--- src/rtl/mmdia_defines.vh ---
// Constants for the indirect extended register access block
`ifndef MMDIA_DEFINES_VH
`define MMDIA_DEFINES_VH
`define MMDIA_ADDR_CTRL 5'h0d
`define MMDIA_ADDR_WIN 5'h0e
`define MMDIA_FN_HI 15
`define MMDIA_FN_LO 14
`define MMDIA_DEV_HI 4
`define MMDIA_DEV_LO 0
`define MMDIA_FN_ADDR 2'h0
`define MMDIA_FN_DATA 2'h1
`define MMDIA_FN_INC_RW 2'h2
`define MMDIA_FN_INC_W 2'h3
`define MMDIA_DEV_VENDOR 5'h1f
`define MMDIA_CLKCFG_ADDR 16'h0170
`define MMDIA_CLKCFG_RST 16'h0c10
`define MMDIA_CLKOFF_BIT 6
`define MMDIA_CTRL_RST 16'h0000
`define MMDIA_PTR_RST 16'h0000
`endif

--- src/rtl/mmdia_indirect_access.v ---
// Indirect extended register window behind the direct management registers
`timescale 1ns/1ps
`include "mmdia_defines.vh"
module mmdia_indirect_access #(
    parameter EXT_AW = 4
) (
    input wire core_clk,
    input wire rst,
    input wire reg_wr,
    input wire reg_rd,
    input wire [4:0] reg_addr,
    input wire [15:0] reg_wdata,
    output reg [15:0] reg_rdata,
    output wire reg_hit,
    output wire clk_out_en
);
    localparam EXT_N = 1 << EXT_AW;
    reg [15:0] ctrl_q;
    reg [15:0] ptr_q;
    reg [15:0] ext_q [0:EXT_N-1];
    reg [15:0] clkcfg_q;
    wire [1:0] fn = ctrl_q[`MMDIA_FN_HI:`MMDIA_FN_LO];
    wire dev_ok = ctrl_q[`MMDIA_DEV_HI:`MMDIA_DEV_LO] == `MMDIA_DEV_VENDOR;
    // Only the direct bus reaches these two; the window never aliases onto them
    wire sel_ctrl = reg_addr == `MMDIA_ADDR_CTRL;
    wire sel_win = reg_addr == `MMDIA_ADDR_WIN;
    wire win_wr = reg_wr && sel_win && dev_ok;
    wire win_rd = reg_rd && sel_win && dev_ok;
    wire is_clkcfg = ptr_q == `MMDIA_CLKCFG_ADDR;
    wire [EXT_AW-1:0] idx = ptr_q[EXT_AW-1:0];
    // The pointer may name the direct control or window address; those stay unreachable
    wire ptr_alias = (ptr_q == {{11{1'b0}}, `MMDIA_ADDR_CTRL}) ||
        (ptr_q == {{11{1'b0}}, `MMDIA_ADDR_WIN});
    wire ptr_in_ram = (ptr_q[15:EXT_AW] == {(16-EXT_AW){1'b0}}) && !ptr_alias;
    wire data_wr = win_wr && fn != `MMDIA_FN_ADDR;
    wire inc = (data_wr && fn[1]) || (win_rd && fn == `MMDIA_FN_INC_RW);
    integer i;
    assign reg_hit = sel_ctrl || sel_win;
    // Extended clock output gated by the clock config register
    assign clk_out_en = ~clkcfg_q[`MMDIA_CLKOFF_BIT];
    always @(posedge core_clk) begin
        if (rst) begin
            ctrl_q <= `MMDIA_CTRL_RST;
        end else if (reg_wr && sel_ctrl) begin
            ctrl_q <= reg_wdata;
        end
    end
    // Pointer survives code changes; moves only on load or increment
    always @(posedge core_clk) begin
        if (rst) begin
            ptr_q <= `MMDIA_PTR_RST;
        end else if (win_wr && fn == `MMDIA_FN_ADDR) begin
            ptr_q <= reg_wdata;
        end else if (inc) begin
            ptr_q <= ptr_q + 16'h0001;
        end
    end
    always @(posedge core_clk) begin
        if (rst) begin
            clkcfg_q <= `MMDIA_CLKCFG_RST;
            for (i = 0; i < EXT_N; i = i + 1) begin
                ext_q[i] <= 16'h0000;
            end
        end else if (data_wr) begin
            if (is_clkcfg) begin
                clkcfg_q <= reg_wdata;
            end else if (ptr_in_ram) begin
                ext_q[idx] <= reg_wdata;
            end
        end
    end
    // Unimplemented extended addresses read zero and drop writes
    always @(posedge core_clk) begin
        if (rst) begin
            reg_rdata <= 16'h0000;
        end else if (reg_rd) begin
            if (sel_ctrl) begin
                reg_rdata <= ctrl_q;
            end else if (win_rd && fn == `MMDIA_FN_ADDR) begin
                reg_rdata <= ptr_q;
            end else if (win_rd && is_clkcfg) begin
                reg_rdata <= clkcfg_q;
            end else if (win_rd && ptr_in_ram) begin
                reg_rdata <= ext_q[idx];
            end else begin
                reg_rdata <= 16'h0000;
            end
        end
    end
endmodule // mmdia_indirect_access

--- config.mk ---
export PLATFORM = sky130hd
export DESIGN_NAME = mmdia_indirect_access
export DESIGN_NICKNAME = d
export VERILOG_FILES = /design/src/rtl/mmdia_indirect_access.v
export VERILOG_INCLUDE_DIRS = /design/src /design/src/rtl
export SDC_FILE = /design/constraint.sdc
export NUM_CORES = 1
export LEC_CHECK = 0
export ABC_AREA = 1
export BUFFER_PORTS_ARGS = -buffer_cell sky130_fd_sc_hd__buf_2
export CAP_MARGIN = 40
export CORE_AREA = 8 8 157 196
export CTS_BUF_LIST = sky130_fd_sc_hd__clkbuf_4
export DETAILED_ROUTE_END_ITERATION = 10
export DIE_AREA = 0 0 165 204
export HOLD_SLACK_MARGIN = 0.02
export PLACE_DENSITY = 0.8
export SLEW_MARGIN = 20
export SYNTH_ARGS = -nofsm -noshare
export SYNTH_HDL_FRONTEND = slang
export SYNTH_SLANG_ARGS = --single-unit
--- constraint.sdc ---
create_clock -name core_clk -period 2.7 [get_ports core_clk]
set_input_delay 0.135 -clock core_clk [delete_from_list [all_inputs] [get_ports core_clk]]
set_output_delay 0.135 -clock core_clk [all_outputs]
set_load 0.005 [all_outputs]
# Yosys cells after proc, flatten, opt, wreduce, memory -nomap -nowiden
# Memory sizes are Yosys's and may differ from the RTL's. A register that Yosys moved wholly into a read port is not among the register bits.
# Cells that the tools add are included.
# totals
output_inout_bits	18
word_cells	55
n_memories	1
regBits	64
ramBits	256
# op_classes
addsub	1
n_reduce_logical	23
n_bitwise	1
muxes	18
n_eq_ne	7
# memory_table
name	depth	word_bits	read_ports	rd_clocked_by_memory_dff	write_ports	line	text
ext_q	16	16	1	1	16	mmdia_indirect_access.v:20	reg [15:0] ext_q [0:EXT_N-1];
# ops
cell	count
$mux 16	7
$eq 16x4->1 const B	2
$add 16x1->16 const B	1
$eq 16x9->1 const B	1
$reduce_or 16->1	1
$logic_and 1x1->1	13
$logic_not 12->1	1
$mux 4	3
$eq 5x4->1 const B	2
$mux 1	8
$eq 5x5->1 const B	1
$reduce_bool 2->1	2
$logic_or 1x1->1	3
$eq 2x2->1 const B	1
$logic_not 2->1	1
$reduce_and 2->1	1
$logic_not 1->1	1
$not 1->1	1

# Longest topological paths before layout
# depth
word_depth	11
mapped_depth	14
ltp_nobuf	13

# Worst setup path before layout
# Ideal clock, no wire load.
# synth_timing
path_type	reg-to-reg
from	register ptr_q[0]
to	memory ext_q[15][0], enable pin
stages_incl_launch_ff	11
t_arrival_ns	2.027
n_path_buf	2
path_slack_ns	0.301
period_less_slack_ns	2.399
path_cell_list	dfxtp_1 inv_1 ha_1 inv_1 a21oi_1 nor2_1 nand4_4 or2_1 buf_2 buf_6 nand2_1
# synth_lines
element	line	text
from (decl)	mmdia_indirect_access.v:19	reg [15:0] ptr_q;
from (signal assigned)	mmdia_indirect_access.v:51	ptr_q <= `MMDIA_PTR_RST;
from (signal assigned)	mmdia_indirect_access.v:53	ptr_q <= reg_wdata;
from (signal assigned)	mmdia_indirect_access.v:55	ptr_q <= ptr_q + 16'h0001;
to (decl)	mmdia_indirect_access.v:20	

# Worst setup path in the final report
# layout_timing
from	input reg_addr[4]
to	register ctrl_q[11]
# layout_via
elab_chain_len	2
# layout_lines
element	line	text
from (decl)	mmdia_indirect_access.v:11	input wire [4:0] reg_addr,
$eq 5x4->1 (no source line)	-	
$logic_and 1x1->1	mmdia_indirect_access.v:44	end else if (reg_wr && sel_ctrl) begin
to (signal assigned)	mmdia_indirect_access.v:43	ctrl_q <= `MMDIA_CTRL_RST;
to (signal assigned)	mmdia_indirect_access.v:45	ctrl_q <= reg_wdata;
to (decl)	mmdia_indirect_access.v:18	reg [15:0] ctrl_q;
# Every way passes these cells.
# A chain may end at the register's enable or synchronous reset.

==> flow_metrics.tcl <==
set metrics [dict create \
    status "completed" \
    detail_route.vias_per_cell 5.666 \
    grt_pass1_wl_um 64940 \
    number_of_global_route_vias_before_repair 12190 \
    layout_min_cycle_time_ns 2.576 \
    drc_errors 0 \
    critPathCaptureType "flop" \
    h-tree-depth 3 \
    drtPass1Iterations 6 \
    worst-slew-pin-transition_ns 0.9633 \
    post_cts.repair.setup_buffers 0 \
    area_growth_syn_to_layout_pct 15.17 \
    synth_flop_cell "edfxtp_1" \
    tritoncts "yes" \
    report.final.slew_viol_count 0 \
    worst_setup_hold_path_clk_slew_ns 0.07 \
    worst_ep_required_time_ns 3.34 \
    placed_area_mm2 0.01573 \
    start_util_pct 53.55 \
    placed_wire_length_estimate_um 26130 \
    timing.fmax_mhz 388.2 \
    timing.final.hold_violations 0 \
    maxCapViolCount 0 \
    worst-setup-path-type "input pin to flop" \
    critPathBufInv 6 \
    postSynthAreaPerCell_um2 8.894 \
    buffer_ports.inserted 42 \
    fillCellCount 2092 \
    p_per_area_mw_per_mm2 597.5 \
    standard_cell_with_the_maximum_stage_delay_on_the_critical_path "dlygate4sd3_1" \
    maximum_number_of_pins_on_one_net_before_global_route_repair 97 \
    finalClockSkew_ns 0.05763 \
    cp_top_delay_family "buffers and inverters" \
    core.rowCount 69 \
    fin_crit_sh_pct 95.42 \
    synth_edf_count 256 \
    crit_top_cell "dlygate4sd3_1" \
    syn-cell-area_mm2 0.01493 \
    drt_initial_violations 1656 \
    yosys_warn_count 0 \
    max_slew_margin_pct 35.71 \
    synth_cells 1679 \
    post-route-cell-area_mm2 0.01720 \
    clock-sinks 324 \
    dp.cells 2047 \
    setup_repair_after_global_routing_missed_its_margin "no" \
    dieWidth_um 165 \
    number_of_standard_cells_in_the_layout_taps_in_and_fillers_out 2225 \
    die_area_mm2 0.03366 \
    vdd.ir_drop.worst_uv 499.6 \
    preCtsSetupSlack_ns 0.3538 \
    timing.hold.ws_ns 0.1651 \
    critical-path-max-stage-delay_ns 0.59 \
    crit_path_start_kind "input pin" \
    gpl.final_weighted_congestion 0.9575 \
    antenna_found_initial 1 \
    post_synthesis_sequential_element_count 324 \
    grt_usage_pct 24.99 \
    number_of_cts_inserted_buffers 74 \
    p_leak_nw 7.035 \
    finish.net_count 1840 \
    wire_per_inst_um 18.89 \
    synth-async-reset-ratio_pct 0 \
    cp_cell_sequence "dlygate4sd3_1 -> buf_2 -> nor2_2 -> inv_2 -> nor3_2 -> buf_4 -> nand3_1 -> dlygate4sd3_1 -> a21oi_1 -> dlygate4sd3_1" \
    fin_ws_ns 0.1237 \
    post_route_cells_drive_above_1_share_pct 14.08 \
    end_of_flow_core_utilization_pct 61.68 \
    mostFrequentLayoutCell "nand2_1" \
    sequential_cell_area_fraction_in_the_yosys_report_pct 60.59 \
    layout.cells.most_common_list "nand2_1 (472), nand3_1 (273), edfxtp_1 (256), nor2_1 (251), clkbuf_4 (105)" \
    overflow 0 \
    clock_latency_ns 0.73 \
    setup_tns_ns 0 \
    critical_path_peak_fanout 9 \
    totalWireLength_um 42040 \
    critPathArrivalTime_ns 3.22 \
    yosys.cell_types.count 33 \
    setup_viol 0 \
    ioPinCount 43 \
    total_power_mw 10.28 \
    vias 12610 \
    worst_hold_path_type "input pin to flop" \
    clock_tree.buffer_depth 3 \
    die-height_um 204 \
    clk_root_buffer_cell "clkbuf_4" \
    floorplan.core_area_mm2 0.02789 \
    detail-route-antenna-nets 0 \
]
[worst register-to-register path, stage by stage (launching register included)]
cell and delay [ns]:
dfxtp_1 0.40, inv_1 0.11, ha_1 0.21, inv_1 0.08, a21oi_1 0.07, nor2_1 0.22, nand4_4 0.19, nor2_2 0.28
nand2_2 0.10, nand2_1 0.17, buf_4 0.24
[cells by family after synthesis]
logic type | Yosys count | share of synthesized area [%]
other | 1 | 0.02511
AOI/OAI and AO/OA | 91 | 3.444
buffers and inverters | 210 | 5.572
xor gates and xnor gates | 10 | 0.5865
DFF | 324 | 60.59
and+or+nand+nor | 1039 | 29.44
adders and majority gates | 4 | 0.3352
[timing repair]
action	in CTS	in global routing
endpoints found under the hold margin	59	0
resized for setup	0	1
hold buffers	40	0
endpoints found under the setup margin	0	1
[layout make-up]
class | count | area [um2] | share of cell area (%)
timing repair buffer | 137 | 1136 | 6.606
sequential | 324 | 9054 | 52.64
inverter | 98 | 369.1 | 2.146
antenna | 2 | 5.005 | 0.02910
multi-input combinational | 1176 | 5174 | 30.08
tap | 355 | 444.2 | 2.583
clock buffer | 105 | 788.3 | 4.583
clock inverter | 28 | 229.0 | 1.331
[final timing paths]
kind | startpoint | end | slack (ns) | depth (start not counted)
setup / recovery | reg_addr[4] | ctrl_q[11]$_SDFFE_PP0P_ | 0.12 | 10
hold / removal | reg_addr[0] | ptr_q[13]$_SDFFE_PP0N_ | 0.17 | 8
hold reg to reg | ctrl_q[10]$_SDFFE_PP0P_ | ctrl_q[10]$_SDFFE_PP0P_ | 0.46 | 2
setup reg to reg | ptr_q[0]$_SDFFE_PP0N_ | ext_q[5][13]$_SDFFCE_PN0P_ | 0.29 | 10
[sequential cells by signal, summed over array words and instances (netlist names), named ones only]
name,cells
clkcfg_q,16
ctrl_q,16
reg_rdata,16
ext_q,256
ptr_q,16
[cells in the mapped netlist (all sizes together) (4+ instances only)]
master / instances / share of area (%)
nand3: 274 / 9.2
or2: 4 / 0.17
nand2: 483 / 12
a31oi: 14 / 0.59
a211oi: 12 / 0.60
xor2: 10 / 0.59
edfxtp: 256 / 51
buf: 46 / 1.4
inv: 98 / 2.5
a21oi: 36 / 1.2
ha: 4 / 0.34
nor2: 268 / 7.2
nand4: 5 / 0.31
o21ai: 26 / 0.87
dfxtp: 68 / 9.1
clkbuf: 66 / 1.7
[metal layers]
| layer | track usage, % | up-vias | share of wire, % |
|---|---|---|---|
| li1 | - | 5829 | - |
| met1 | 30.39 | 5778 | 36 |
| met3 | 4.857 | 161 | 10 |
| met4 | 15.76 | 0 | 6.1 |
| met5 | 0 | - | 0 |
| met2 | 40.16 | 838 | 47 |
[report_power, final]
| group | internal, mW | leakage (nW) | switching [mW] |
|---|---|---|---|
| clock network | 2.20 | 0.600 | 1.98 |
| logic | 0.127 | 3.43 | 0.338 |
| registers | 5.57 | 3.00 | 0.0609 |
| total | 7.90 | 7.03 | 2.38 |
(Power assumes the default switching activity.)
